<file path="config.mk">
export PLATFORM = sky130hd
export DESIGN_NAME = bbfh_host
export DESIGN_NICKNAME = d
export VERILOG_FILES = /design/src/include/bbfh_pkg.sv /design/src/hw/bbfh_strobe.sv /design/src/hw/bbfh_host.sv
export VERILOG_INCLUDE_DIRS = /design/src /design/src/include
export SDC_FILE = /design/constraint.sdc
export NUM_CORES = 1
export LEC_CHECK = 0
export BUFFER_PORTS_ARGS = -buffer_cell sky130_fd_sc_hd__buf_2
export CAP_MARGIN = 15
export CORE_ASPECT_RATIO = 1.2
export CORE_MARGIN = 2
export CORE_UTILIZATION = 45
export CTS_CLUSTER_SIZE = 14
export DETAILED_ROUTE_END_ITERATION = 12
export PLACE_DENSITY = 0.65
export SKIP_LAST_GASP = 1
export SYNTH_ARGS = -nofsm -noshare
export SYNTH_HDL_FRONTEND = slang
export SYNTH_SLANG_ARGS = --single-unit
</file>
<file path="constraint.sdc">
create_clock -name i_clk -period 5.5 [get_ports i_clk]
set_input_delay 0.275 -clock i_clk [delete_from_list [all_inputs] [get_ports i_clk]]
set_output_delay 0.275 -clock i_clk [all_outputs]
set_load 0.01 [all_outputs]
</file>
<file path="src/include/bbfh_params.svh">
// Timing counts, bus widths and command codes for the boot-block flash host.
// Included by the package and the host modules; holds definitions only.
`ifndef BBFH_PARAMS_SVH
`define BBFH_PARAMS_SVH

`define BBFH_CLK_PERIOD_NS   10
`define BBFH_RST_LOW_NS      500
`define BBFH_RST_LOW_CYC     ((`BBFH_RST_LOW_NS + `BBFH_CLK_PERIOD_NS - 1) / `BBFH_CLK_PERIOD_NS)
`define BBFH_RST_READY_NS    50
`define BBFH_RST_READY_CYC   ((`BBFH_RST_READY_NS + `BBFH_CLK_PERIOD_NS - 1) / `BBFH_CLK_PERIOD_NS)
`define BBFH_RST_BUSY_US     10
`define BBFH_RST_BUSY_CYC    ((`BBFH_RST_BUSY_US * 1000 + `BBFH_CLK_PERIOD_NS - 1) / `BBFH_CLK_PERIOD_NS)
`define BBFH_STROBE_CYC      8
`define BBFH_ADDR_W          18
`define BBFH_DATA_W          16
`define BBFH_UNLOCK_A1       18'h05555
`define BBFH_UNLOCK_D1       8'haa
`define BBFH_UNLOCK_A2       18'h02aaa
`define BBFH_UNLOCK_D2       8'h55
`define BBFH_CMD_READ        8'hf0
`define BBFH_CMD_AUTOSEL     8'h90
`define BBFH_CMD_PROGRAM     8'ha0
`define BBFH_CMD_ERASE_SETUP 8'h80
`define BBFH_CMD_BLK_ERASE   8'h30
`define BBFH_CMD_CHIP_ERASE  8'h10
`define BBFH_CMD_SUSPEND     8'hb0
`define BBFH_CMD_RESUME      8'h30
`define BBFH_BIT_POLL        7
`define BBFH_BIT_TOGGLE      6
`define BBFH_BIT_ERROR       5
`define BBFH_BIT_ETIMER      3
`define BBFH_BIT_TOGGLE2     2

`endif

</file>
<file path="src/include/bbfh_pkg.sv">
// Types shared by the boot-block flash host modules.
// Assumes bbfh_params.svh sits on the include path.
`include "bbfh_params.svh"
package bbfh_pkg;

	// Operations the user may request.
	typedef enum logic [2:0] {
		BBFH_OP_READ,
		BBFH_OP_PROGRAM,
		BBFH_OP_BLK_ERASE,
		BBFH_OP_CHIP_ERASE,
		BBFH_OP_SUSPEND,
		BBFH_OP_RESUME,
		BBFH_OP_RESET_CMD,
		BBFH_OP_HW_RESET
	} bbfh_op_t;

	// One user request.
	typedef struct packed {
		bbfh_op_t                 op;
		logic [`BBFH_ADDR_W-1:0]  addr;
		logic                     addr_lsb;
		logic [`BBFH_DATA_W-1:0]  data;
	} bbfh_req_t;

	// One bus cycle handed to the strobe engine.
	typedef struct packed {
		logic                     is_write;
		logic [`BBFH_ADDR_W-1:0]  addr;
		logic                     addr_lsb;
		logic [`BBFH_DATA_W-1:0]  data;
	} bbfh_cyc_t;

	// Decoded status bits of a status read.
	typedef struct packed {
		logic poll;
		logic toggle;
		logic error;
		logic erase_timer;
		logic toggle2;
	} bbfh_stat_t;

endpackage

</file>
<file path="src/hw/bbfh_strobe.sv">
// Single bus-cycle engine: drives chip enable, write and output enable and the data pins.
// Assumes a caller that waits for o_done before issuing the next cycle; data pins arrive unsynchronised.
`timescale 1ns/1ns
`include "bbfh_params.svh"
module bbfh_strobe
	import bbfh_pkg::*;
#(
	parameter int STROBE_CYC = `BBFH_STROBE_CYC
) (
	// Clock and reset.
	input  wire logic                    i_clk,
	input  wire logic                    i_rst,
	// Cycle request.
	input  wire logic                    i_start,
	input  wire bbfh_cyc_t               i_cyc,
	input  wire logic                    i_byte_mode,
	output logic                         o_done,
	output logic [`BBFH_DATA_W-1:0]      o_rdata,
	// Device pins.
	output logic                         o_ce_n,
	output logic                         o_we_n,
	output logic                         o_oe_n,
	output logic [`BBFH_ADDR_W-1:0]      o_addr,
	output logic [`BBFH_DATA_W-1:0]      o_dq,
	output logic [`BBFH_DATA_W-1:0]      o_dq_oe_n,
	input  wire logic [`BBFH_DATA_W-1:0] i_dq
);

	typedef enum logic [1:0] {ST_IDLE, ST_SETUP, ST_STROBE, ST_HOLD} bbfh_sst_t;

	bbfh_sst_t               st_reg, st_next;
	logic [7:0]              cnt_reg, cnt_next;
	logic                    wr_reg, wr_next;
	logic                    ce_reg, ce_next, we_reg, we_next, oe_reg, oe_next;
	logic [`BBFH_ADDR_W-1:0] a_reg, a_next;
	logic [`BBFH_DATA_W-1:0] d_reg, d_next, doe_reg, doe_next, rd_reg, rd_next;
	logic                    done_reg, done_next;
	logic [`BBFH_DATA_W-1:0] sync1_reg, sync2_reg;

	// Two flops on the data pins before anything samples them.
	always_ff @(posedge i_clk) begin
		sync1_reg <= i_dq;
		sync2_reg <= sync1_reg;
	end

	// Address settles before the falling strobe, data stays past the rising one.
	always_comb begin
		st_next = st_reg;
		cnt_next = cnt_reg;
		wr_next = wr_reg;
		ce_next = ce_reg;
		we_next = we_reg;
		oe_next = oe_reg;
		a_next = a_reg;
		d_next = d_reg;
		doe_next = doe_reg;
		rd_next = rd_reg;
		done_next = 1'b0;
		case (st_reg)
			ST_IDLE: begin
				if (i_start) begin
					wr_next = i_cyc.is_write;
					a_next = i_cyc.addr;
					d_next = i_cyc.data;
					// Byte mode: the top data pin carries the low address bit, bits 8..14 are left floating.
					if (i_byte_mode) begin
						d_next[15] = i_cyc.addr_lsb;
						doe_next = {1'b0, 7'h7f, {8{~i_cyc.is_write}}};
					end else begin
						doe_next = {16{~i_cyc.is_write}};
					end
					cnt_next = 8'h00;
					st_next = ST_SETUP;
				end
			end
			ST_SETUP: begin
				ce_next = 1'b0;
				we_next = ~wr_reg; // RULE_23
				oe_next = wr_reg; // RULE_24
				st_next = ST_STROBE;
			end
			ST_STROBE: begin
				cnt_next = cnt_reg + 8'h01;
				if (cnt_reg == 8'(STROBE_CYC - 1)) begin
					rd_next = sync2_reg;
					we_next = 1'b1; // RULE_12
					oe_next = 1'b1;
					ce_next = 1'b1;
					st_next = ST_HOLD;
				end
			end
			ST_HOLD: begin
				doe_next = 16'hffff;
				done_next = 1'b1;
				st_next = ST_IDLE;
			end
			default: st_next = ST_IDLE;
		endcase
	end

	// State registers; pins return to idle on reset.
	always_ff @(posedge i_clk) begin
		if (i_rst) begin
			st_reg <= ST_IDLE;
			cnt_reg <= 8'h00;
			wr_reg <= 1'b0;
			ce_reg <= 1'b1;
			we_reg <= 1'b1;
			oe_reg <= 1'b1;
			a_reg <= '0;
			d_reg <= '0;
			doe_reg <= 16'hffff;
			rd_reg <= '0;
			done_reg <= 1'b0;
		end else begin
			st_reg <= st_next;
			cnt_reg <= cnt_next;
			wr_reg <= wr_next;
			ce_reg <= ce_next;
			we_reg <= we_next;
			oe_reg <= oe_next;
			a_reg <= a_next;
			d_reg <= d_next;
			doe_reg <= doe_next;
			rd_reg <= rd_next;
			done_reg <= done_next;
		end
	end

	assign o_done = done_reg;
	assign o_rdata = rd_reg;
	assign o_ce_n = ce_reg;
	assign o_we_n = we_reg;
	assign o_oe_n = oe_reg;
	assign o_addr = a_reg;
	assign o_dq = d_reg;
	assign o_dq_oe_n = doe_reg;

endmodule

</file>
<file path="src/hw/bbfh_host.sv">
// Host controller for a parallel boot-block flash: turns user requests into coded write sequences.
// Assumes the device pins are wired to the flash directly; the ready/busy and data pins are asynchronous.
//
// Operation
// RULE_01: Program needs four write cycles, erase six, before anything starts.
// RULE_02: Cycles one, two, four, five carry the same fixed unlock pattern.
// RULE_03: Bad command or sequence returns the device to array read.
// RULE_04: Program address and data go on the fourth cycle.
// RULE_05: Erase repeats unlock on four and five, confirm on six.
// RULE_06: Device resets its command interface to read on power-up or low supply.
// RULE_07: Array holds eleven blocks: boot, two parameter, one 32 KB, seven 64 KB.
// RULE_08: Top-boot block selection by address bits 17..12.
// RULE_09: Bottom-boot block selection by address bits 17..12.
// RULE_10: Block erase may be suspended and later resumed.
// RULE_11: Device latches the address on the falling strobe edge.
// RULE_12: Device latches commands and data on the rising strobe edge.
// RULE_13: Width select low gives byte mode with top data pin as address LSB.
// RULE_14: In word mode only the low byte counts for commands and status.
// RULE_15: Status bits: poll 7, toggles 6 and 2, error 5, erase timer 3.
// RULE_16: Device drives data only while chip and output enables are active.
// RULE_17: Ready/busy low while busy; only suspend accepted then.
// RULE_18: Ready/busy high when idle, suspended or in standby.
// RULE_19: Host holds reset low at least 500 ns.
// RULE_20: After reset in read mode the device is ready 50 ns after release.
// RULE_21: Reset during program or erase takes 10 us, ready/busy marks the end.
// RULE_22: High-voltage level on reset unprotects blocks while held.
// RULE_23: Host writes with chip and write enables low, output enable high.
// RULE_24: Host reads with chip and output enables both low.
// RULE_25: After hardware reset the command interface is in array read.
`timescale 1ns/1ns
`include "bbfh_params.svh"
module bbfh_host
	import bbfh_pkg::*;
#(
	parameter int RST_LOW_CYC   = `BBFH_RST_LOW_CYC,
	parameter int RST_READY_CYC = `BBFH_RST_READY_CYC,
	parameter int RST_BUSY_CYC  = `BBFH_RST_BUSY_CYC,
	parameter int STROBE_CYC    = `BBFH_STROBE_CYC
) (
	// Clock and reset.
	input  wire logic                    i_clk,
	input  wire logic                    i_rst,
	// User request side.
	input  wire logic                    i_req_valid,
	input  wire bbfh_req_t               i_req,
	input  wire logic                    i_byte_mode,
	input  wire logic                    i_unprotect,
	output logic                         o_req_ready,
	output logic                         o_rsp_valid,
	output logic [`BBFH_DATA_W-1:0]      o_rsp_data,
	output bbfh_stat_t                   o_status,
	output logic                         o_refused,
	output logic                         o_dev_busy,
	// Device pins.
	output logic                         o_ce_n,
	output logic                         o_we_n,
	output logic                         o_oe_n,
	output logic [`BBFH_ADDR_W-1:0]      o_addr,
	output logic [`BBFH_DATA_W-1:0]      o_dq,
	output logic [`BBFH_DATA_W-1:0]      o_dq_oe_n,
	input  wire logic [`BBFH_DATA_W-1:0] i_dq,
	output logic                         o_byte_n,
	output logic                         o_reset_unprotect_n,
	output logic                         o_high_voltage_level,
	input  wire logic                    i_ready_busy_n
);

	typedef enum logic [2:0] {H_IDLE, H_ISSUE, H_WAIT, H_RST_LOW, H_RST_REL, H_RESP} bbfh_hst_t;

	bbfh_hst_t         st_reg, st_next;
	bbfh_req_t         req_reg, req_next;
	logic [2:0]        idx_reg, idx_next, last_reg, last_next;
	logic [15:0]       tcnt_reg, tcnt_next;
	logic              rdy_reg, rdy_next, rsp_reg, rsp_next, ref_reg, ref_next, rstn_reg, rstn_next;
	logic [15:0]       rdat_reg, rdat_next;
	logic              byte_n_reg, hv_reg, busy_reg;
	logic              rb1_reg, rb2_reg;
	logic              start, done;
	bbfh_cyc_t         cyc;
	logic [15:0]       rdata;

	// Ready/busy is a pin: two flops before use.
	always_ff @(posedge i_clk) begin
		rb1_reg <= i_ready_busy_n;
		rb2_reg <= rb1_reg;
	end

	// Pick the bus cycle for the current step of the sequence.
	always_comb begin
		cyc = '0;
		cyc.is_write = 1'b1;
		cyc.addr_lsb = req_reg.addr_lsb;
		case (idx_reg)
			3'd0, 3'd3: begin
				cyc.addr = `BBFH_UNLOCK_A1; // RULE_02
				cyc.data = {8'h00, `BBFH_UNLOCK_D1}; // RULE_14
			end
			3'd1, 3'd4: begin
				cyc.addr = `BBFH_UNLOCK_A2; // RULE_02
				cyc.data = {8'h00, `BBFH_UNLOCK_D2};
			end
			3'd2: begin
				cyc.addr = `BBFH_UNLOCK_A1;
				case (req_reg.op)
					BBFH_OP_PROGRAM: cyc.data = {8'h00, `BBFH_CMD_PROGRAM};
					BBFH_OP_BLK_ERASE, BBFH_OP_CHIP_ERASE: cyc.data = {8'h00, `BBFH_CMD_ERASE_SETUP};
					default: cyc.data = {8'h00, `BBFH_CMD_READ};
				endcase
			end
			3'd5: begin
				// Block erase confirms at the block address, chip erase at the unlock address.
				cyc.addr = (req_reg.op == BBFH_OP_BLK_ERASE) ? req_reg.addr : `BBFH_UNLOCK_A1; // RULE_05
				cyc.data = {8'h00, (req_reg.op == BBFH_OP_BLK_ERASE) ? `BBFH_CMD_BLK_ERASE : `BBFH_CMD_CHIP_ERASE};
			end
			default: cyc = '0;
		endcase
		// Single-cycle operations: a read, or suspend/resume/reset written to the request address.
		if (last_reg == 3'd0) begin
			cyc.addr = req_reg.addr;
			cyc.is_write = (req_reg.op != BBFH_OP_READ); // RULE_24
			case (req_reg.op)
				BBFH_OP_SUSPEND: cyc.data = {8'h00, `BBFH_CMD_SUSPEND}; // RULE_10
				BBFH_OP_RESUME: cyc.data = {8'h00, `BBFH_CMD_RESUME};
				default: cyc.data = {8'h00, `BBFH_CMD_READ}; // RULE_03
			endcase
		end else if (req_reg.op == BBFH_OP_PROGRAM && idx_reg == 3'd3) begin
			cyc.addr = req_reg.addr; // RULE_04
			cyc.data = req_reg.data;
		end
	end

	assign start = (st_reg == H_ISSUE);

	// Sequencer: one request at a time, walking its bus cycles.
	always_comb begin
		st_next = st_reg;
		req_next = req_reg;
		idx_next = idx_reg;
		last_next = last_reg;
		tcnt_next = tcnt_reg;
		rdy_next = 1'b0;
		rsp_next = 1'b0;
		ref_next = 1'b0;
		rdat_next = rdat_reg;
		rstn_next = rstn_reg;
		case (st_reg)
			H_IDLE: begin
				rdy_next = 1'b1;
				if (i_req_valid && rdy_reg) begin
					rdy_next = 1'b0;
					req_next = i_req;
					idx_next = 3'd0;
					// Busy device takes only suspend, reads, the reset command or a hardware reset.
					if (i_req.op == BBFH_OP_HW_RESET) begin
						rstn_next = 1'b0; // RULE_19
						tcnt_next = 16'h0000;
						st_next = H_RST_LOW;
					end else if (!rb2_reg && (i_req.op == BBFH_OP_PROGRAM || i_req.op == BBFH_OP_BLK_ERASE ||
							i_req.op == BBFH_OP_CHIP_ERASE || i_req.op == BBFH_OP_RESUME)) begin
						ref_next = 1'b1; // RULE_17
						rdy_next = 1'b1;
					end else begin
						case (i_req.op)
							BBFH_OP_PROGRAM: last_next = 3'd3; // RULE_01
							BBFH_OP_BLK_ERASE, BBFH_OP_CHIP_ERASE: last_next = 3'd5; // RULE_01
							default: last_next = 3'd0;
						endcase
						st_next = H_ISSUE;
					end
				end
			end
			H_ISSUE: st_next = H_WAIT;
			H_WAIT: begin
				if (done) begin
					rdat_next = rdata;
					if (idx_reg == last_reg) begin
						st_next = H_RESP;
					end else begin
						idx_next = idx_reg + 3'd1;
						st_next = H_ISSUE;
					end
				end
			end
			H_RST_LOW: begin
				tcnt_next = tcnt_reg + 16'h0001;
				if (tcnt_reg == 16'(RST_LOW_CYC - 1)) begin
					rstn_next = 1'b1;
					tcnt_next = 16'h0000;
					st_next = H_RST_REL;
				end
			end
			H_RST_REL: begin
				// Wait the short recovery, then keep waiting while ready/busy is low, bounded by the long one.
				tcnt_next = tcnt_reg + 16'h0001;
				if ((tcnt_reg >= 16'(RST_READY_CYC) && rb2_reg) ||
						tcnt_reg == 16'(RST_BUSY_CYC + RST_READY_CYC)) begin // RULE_20 RULE_21
					st_next = H_RESP; // RULE_25
				end
			end
			H_RESP: begin
				rsp_next = 1'b1;
				rdy_next = 1'b1;
				st_next = H_IDLE;
			end
			default: st_next = H_IDLE;
		endcase
	end

	// Sequencer registers; byte mode and unprotect are sampled only between requests.
	always_ff @(posedge i_clk) begin
		if (i_rst) begin
			st_reg <= H_IDLE;
			req_reg <= '0;
			idx_reg <= 3'd0;
			last_reg <= 3'd0;
			tcnt_reg <= 16'h0000;
			rdy_reg <= 1'b0;
			rsp_reg <= 1'b0;
			ref_reg <= 1'b0;
			rdat_reg <= '0;
			rstn_reg <= 1'b1;
			byte_n_reg <= 1'b1;
			hv_reg <= 1'b0;
			busy_reg <= 1'b0;
		end else begin
			st_reg <= st_next;
			req_reg <= req_next;
			idx_reg <= idx_next;
			last_reg <= last_next;
			tcnt_reg <= tcnt_next;
			rdy_reg <= rdy_next;
			rsp_reg <= rsp_next;
			ref_reg <= ref_next;
			rdat_reg <= rdat_next;
			rstn_reg <= rstn_next;
			busy_reg <= ~rb2_reg; // RULE_18
			if (st_reg == H_IDLE) begin
				byte_n_reg <= ~i_byte_mode; // RULE_13
				hv_reg <= i_unprotect && rstn_next; // RULE_22
			end
		end
	end

	bbfh_strobe #(
		.STROBE_CYC (STROBE_CYC)
	) u_strobe (
		.i_clk       (i_clk),
		.i_rst       (i_rst),
		.i_start     (start),
		.i_cyc       (cyc),
		.i_byte_mode (~byte_n_reg),
		.o_done      (done),
		.o_rdata     (rdata),
		.o_ce_n      (o_ce_n),
		.o_we_n      (o_we_n),
		.o_oe_n      (o_oe_n),
		.o_addr      (o_addr),
		.o_dq        (o_dq),
		.o_dq_oe_n   (o_dq_oe_n),
		.i_dq        (i_dq)
	);

	// Status view of the data sampled on the last bus cycle, read or write, low byte only.
	assign o_status.poll = rdat_reg[`BBFH_BIT_POLL]; // RULE_15
	assign o_status.toggle = rdat_reg[`BBFH_BIT_TOGGLE];
	assign o_status.error = rdat_reg[`BBFH_BIT_ERROR];
	assign o_status.erase_timer = rdat_reg[`BBFH_BIT_ETIMER];
	assign o_status.toggle2 = rdat_reg[`BBFH_BIT_TOGGLE2];
	assign o_req_ready = rdy_reg;
	assign o_rsp_valid = rsp_reg;
	assign o_rsp_data = rdat_reg;
	assign o_refused = ref_reg;
	assign o_dev_busy = busy_reg;
	assign o_byte_n = byte_n_reg;
	// High-voltage request only while reset is released.
	assign o_reset_unprotect_n = rstn_reg;
	assign o_high_voltage_level = hv_reg;

endmodule

</file>
; ---- Word-level counts from Yosys, hierarchy flattened
; Index checks and enable logic that the tools add are counted.
[totals]
reg_bits = 201
inputBits = 60
output_inout_bits = 81
[classes]
add_sub_neg = 3
magnitude_cmp = 1
eq_ne = 36
muxes = 53
bitwise = 8
n_reduce_logical = 39
[ops]
columns = operator, n
row1 = $mux W16, 7
row2 = $mux W18, 3
row3 = $pmux W18 S3, 1
row4 = $pmux W16 S3, 1
row5 = $pmux W16 S2, 1
row6 = $pmux W8 S2, 2
row7 = $pmux W8 S4, 1
row8 = $mux W3, 10
row9 = $eq A3 B2 Y1 const B, 8
row10 = $eq A3 B3 Y1 const B, 8
row11 = $add A16 B1 Y16 const B, 1
row12 = $eq A16 B10 Y1 const B, 1
row13 = $eq A16 B6 Y1 const B, 1
row14 = $ge A16 B3 Y1 const B, 1
row15 = $reduce_and A2 Y1, 8
row16 = $pmux W3 S5, 1
row17 = $pmux W7 S2, 1
row18 = $mux W1, 13
row19 = $eq A3 B1 Y1 const B, 4
row20 = $ne A2 B2 Y1 const B, 6
row21 = $pmux W3 S2, 2
row22 = $pmux W1 S2, 5
row23 = $logic_not A3 Y1, 3
row24 = $add A8 B1 Y8 const B, 1
row25 = 24 further kinds, 50

; ---- Depth between registers and ports, before layout
[depth]
depth_word = 9
ltp_mapped = 8
depth_no_buf = 7

; ---- Cells and area by module
; Synthesis repeated with hierarchy kept, for this count alone.
[hier_totals]
cells_unflattened = 896
hier_area_um2 = 7542.2
[by_module_without_submodules]
columns = module, instances, cells_each, area_each_um2
row1 = bbfh_host, 1, 551, 4191.5
row2 = bbfh_strobe, 1, 345, 3350.7

; ---- Worst setup path after synthesis
; No wires, ideal clock.
[synth_path]
path_kind = reg2reg
startpoint = reg idx_reg[2]
endpoint = reg u_strobe.a_reg[11], in the netlist u_strobe.o_addr[11]
setup_time_ps = 132
t_arrival_ps = 1837
required_ps = 5368
path_slack_ps = 3531
stages_incl_launch_ff = 9
n_path_buf = 1
synth_period_minus_slack_ps = 1969
cell_sequence = dfxtp_1 > clkbuf_1 > inv_2 > ha_1 > and4bb_2 > a311oi_1 > nand2_1 > o211ai_1 > a21oi_1
[synth_between]
elab_chain_cells = 5
[synth_rtl]
columns = item, line
row1 = from (decl), bbfh_host.sv:72  ; logic [2:0] idx_reg, idx_next, last_reg, last_next;
row2 = from (signal assigned), bbfh_host.sv:228  ; idx_reg <= idx_next;
row3 = $eq A3 B2 Y1 (tied with other cells), "bbfh_host.sv:93, bbfh_host.sv:126"
row4 = $reduce_or A3 Y1 (no line) / $reduce_or A2 Y1 (equally long branches), --
row5 = $pmux W18 S3, bbfh_host.sv:93  ; case (idx_reg)
row6 = $mux W18 (*), bbfh_host.sv:126  ; end else if (req_reg.op == BBFH_OP_PROGRAM && idx_reg == 3'd3) begin
row7 = $mux W18 (*), bbfh_host.sv:118  ; if (last_reg == 3'd0) begin
row8 = to (signal assigned), bbfh_strobe.sv:122  ; a_reg <= a_next;
row9 = to (decl), bbfh_strobe.sv:35  ; logic [`BBFH_ADDR_W-1:0] a_reg, a_next;
; Mark *: on every way between the ends. The rest lies on a longest branch, timed or not.
; A chain may end at the register's enable or synchronous reset.

; ---- Final worst setup path
[layout_path]
startpoint = reg idx_reg[2]
endpoint = reg u_strobe.a_reg[10], in the netlist u_strobe.o_addr[10]
; The elaborated chain is that of the path after synthesis.

==> summary.txt <==
Drt
  • Drt wl/cell: about 14 um
  • Routed Antenna Nets: 0
  • Vias per inst: between 5 and 6
  • Vias: roughly 6300
  • DR pass1 iterations: 5
  • Initial DRC count: roughly 380
  • Residual DRC: 0
  • Post-Route WL: between 15000 and 20000 um

Clock tree
  • CTS Buf Count: 17
  • Clock Latency Late Sink: roughly 0.43 ns
  • Clock sink count: approximately 190
  • Root buf cell: clkbuf_16
  • Postcts setup bufs: 0
  • Max clock buf depth: 2
  • Clock-pin transition on the worst setup and hold timing paths: 0.07 ns
  • CTS tree: yes
  • # H-tree levels: 4

Layout
  • Number of fill cells: about 1600
  • Layout cell share with drive strength beyond 1: 19.64%
  • N_diodes: 0
  • Layout overhead on the synthesized area: 19.46%
  • Final net count: ~1100
  • Max FFs per register: 38

Global routing
  • Gr usage total: between 15 and 20%
  • Global-route wire length before repair: between 20000 and 30000 um
  • Vias in the first global route: 5814
  • Initial antenna violation count: 0
  • Grt ovf: 0
  • Largest net degree at the start of global routing: 66

Power and ir drop
  • Leak Pwr: approximately 3.4 nW
  • Power density cells: ~350 nW/um^2
  • Total design power: 0.003063 W
  • VDD IR max: 212.1 uV

Synthesis
  • Synth async-reset ratio: 0%
  • Synth top area cells: dfxtp_1 51%, nand2_1 9.0%, a21oi_1 8.1%, nor2_1 2.7%, buf_4 2.1%
  • Post-Synthesis Cells: ~870
  • Syn_nets: around 940
  • Top post-synthesis cells by count: 188 x dfxtp_1, 177 x nand2_1, 120 x a21oi_1
  • Yosys warns: 0
  • Yosys reg bits: approximately 190
  • Post-synth EDFFs: 0
  • Netlist cell types: between 60 and 70
  • Sequential element share of the synthesized area: between 50% and 60%
  • Leading area contributor after synthesis: dfxtp_1
  • Mapped Area: 7413 sq um
  • Top-count cell post-synth: dfxtp_1
  • Post-synth top area share: 50.77%
  • Top FF cell, synth: dfxtp_1
  • Syn avg cell area: between 8 and 9 sq um

Critical path
  • Critical R2R Launch: idx_reg[2]$_SDFFE_PP0P_
  • R2R Setup Slk: approximately 3 ns
  • Crit path launch: idx_reg[2]$_SDFFE_PP0P_
  • Crit-path cells: inv_2, ha_1, nand4bb_1, nand2_1, a21oi_1, o211ai_1, a21oi_1
  • Critical path launch point type: flop
  • WP data arrival: ~2.8 ns
  • Crit path capture type: flop
  • Most frequent CP cell: a21oi_1
  • Reg2Reg Capture Point: u_strobe.o_addr[10]$_SDFFE_PP0P_
  • CP peak stage delay: about 0.60 ns
  • Cells on worst reg2reg path: 7
  • CP max-delay cell: a21oi_1
  • Worst Setup EP: u_strobe.o_addr[10]$_SDFFE_PP0P_
  • CP Max Fanout: 12
  • Critical setup path kind: reg2reg
  • Required time of the critical path: between 5 and 6 ns

STA
  • Final period util: 44.49%
  • Setup TNS Final: 0 ns
  • Worst slew pin tran: 0.9728 ns
  • RSZ-0062 raised after global routing: no
  • Final hold viol count: 0
  • FMAX: 408.6 MHz
  • Slew headroom: a little over a third
  • Clock Skews: 0.01145 ns
  • Slew Limit Fails: 0
  • Time the worst path needs with I/O delays and setup: about 2.4 ns
  • Setup-failing EPs final: 0

Place
  • Placed wire-length estimate: 11610 um
  • Port Buffer Count: 140
  • Placer Congestion: approximately 0.78

Floorplanning
  • Core footprint: 16210 sq um
  • Initial core utilization: 45.74%
  • Cell Rows: between 50 and 60
  • Die width: around 120 um
  • I/O pin count: between 100 and 150
  • Die height: ~140 um
  • Die area: 17520 sq um

Status
  • Status: finished clean

Hold path
  • Hold Path Class: in2reg

Job
  • Max-cap viol count: 0
-- worst max-delay path: cells and delay by family (launching register included) --
kind | cells | cell delay (ns)
flops | 1 | 0.53
buf+inv | 1 | 0.10
simple gates | 2 | 0.51
fa+ha+maj | 1 | 0.27
compound gates | 3 | 0.98
-- cell families after synthesis --
logic type,synth area share [%]
compound gates,18.77
simple gates,21.47
buf+inv,5.451
flops,50.77
mux,0.6920
fa+ha+maj,2.025
xor+xnor,0.8270
-- where the power goes --
group	switching (W)	leakage, nW	internal [W]
clock	0.000552	0.294	0.000701
sequential	0.0000429	1.53	0.00142
combinational	0.000216	1.55	0.000127
-- cell type report --
| class | count | area (sq um) | share of cell area, % |
|---|---|---|---|
| Inverter | 13 | 48.80 | 0.5510 |
| Multi-Input combinational cell | 598 | 3253 | 36.73 |
| Clock inverter | 14 | 175.2 | 1.978 |
| Timing Repair Buffer | 162 | 910.9 | 10.29 |
| Clock buffer | 18 | 439.2 | 4.959 |
| Tap cell | 212 | 265.3 | 2.995 |
| Sequential cell | 188 | 3764 | 42.50 |
-- how the worst min path moves through the flow --
| stage | start | end | depth (start not counted) |
|---|---|---|---|
| finish | i_byte_mode | o_byte_n$_SDFFE_PP1P_ | 2 |
| global route | i_byte_mode | o_byte_n$_SDFFE_PP1P_ | 2 |
| CTS | i_byte_mode | o_byte_n$_SDFFE_PP1P_ | 2 |
| detailed placement | u_strobe.sync1_reg[14]$_DFF_P_ | u_strobe.sync2_reg[14]$_DFF_P_ | 0 |
| global placement | rb1_reg$_DFF_P_ | rb2_reg$_DFF_P_ | 0 |
| floorplan | i_ready_busy_n | rb1_reg$_DFF_P_ | 0 |
-- cell usage in the layout, fill, tap and decap left out, types with 17 or more instances in the layout --
cell / count
a21oi_1: 120
nand3_1: 25
nand2_1: 177
o21ai_1: 17
clkbuf_16: 17
dlygate4sd3_1: 17
dfxtp_1: 188
o21ai_0: 20
nor2_1: 53
buf_2: 139
o211ai_1: 17
-- what timing repair did --
action,in CTS,in global routing
gates resized for setup,0,0
endpoints found under the hold margin,17,0
hold buffers,17,0
-- per-stage QoR --
step	instance area, sq um	utilization, %	hold WS (ns)	cells	setup WS, ns
floorplan	7413	-	0.3027	867	3.531
global placement	8071	49.80	0.3116	1156	3.199
detailed placement	8071	49.80	0.3121	1156	3.120
CTS	8856	54.64	0.03430	1205	3.068
global route	8856	54.64	0.05691	1205	2.834
finish	8856	54.64	0.05395	1205	3.053
-- metal layers --
metal	GRT usage, %	vias up	wire [um]
li1	-	3235	-
met1	25.92	2927	7911
met2	32.79	143	8265
met3	5.244	17	882
met4	5.868	0	216
met5	0	-	0
No activity file was read; power rests on OpenSTA's default activity.
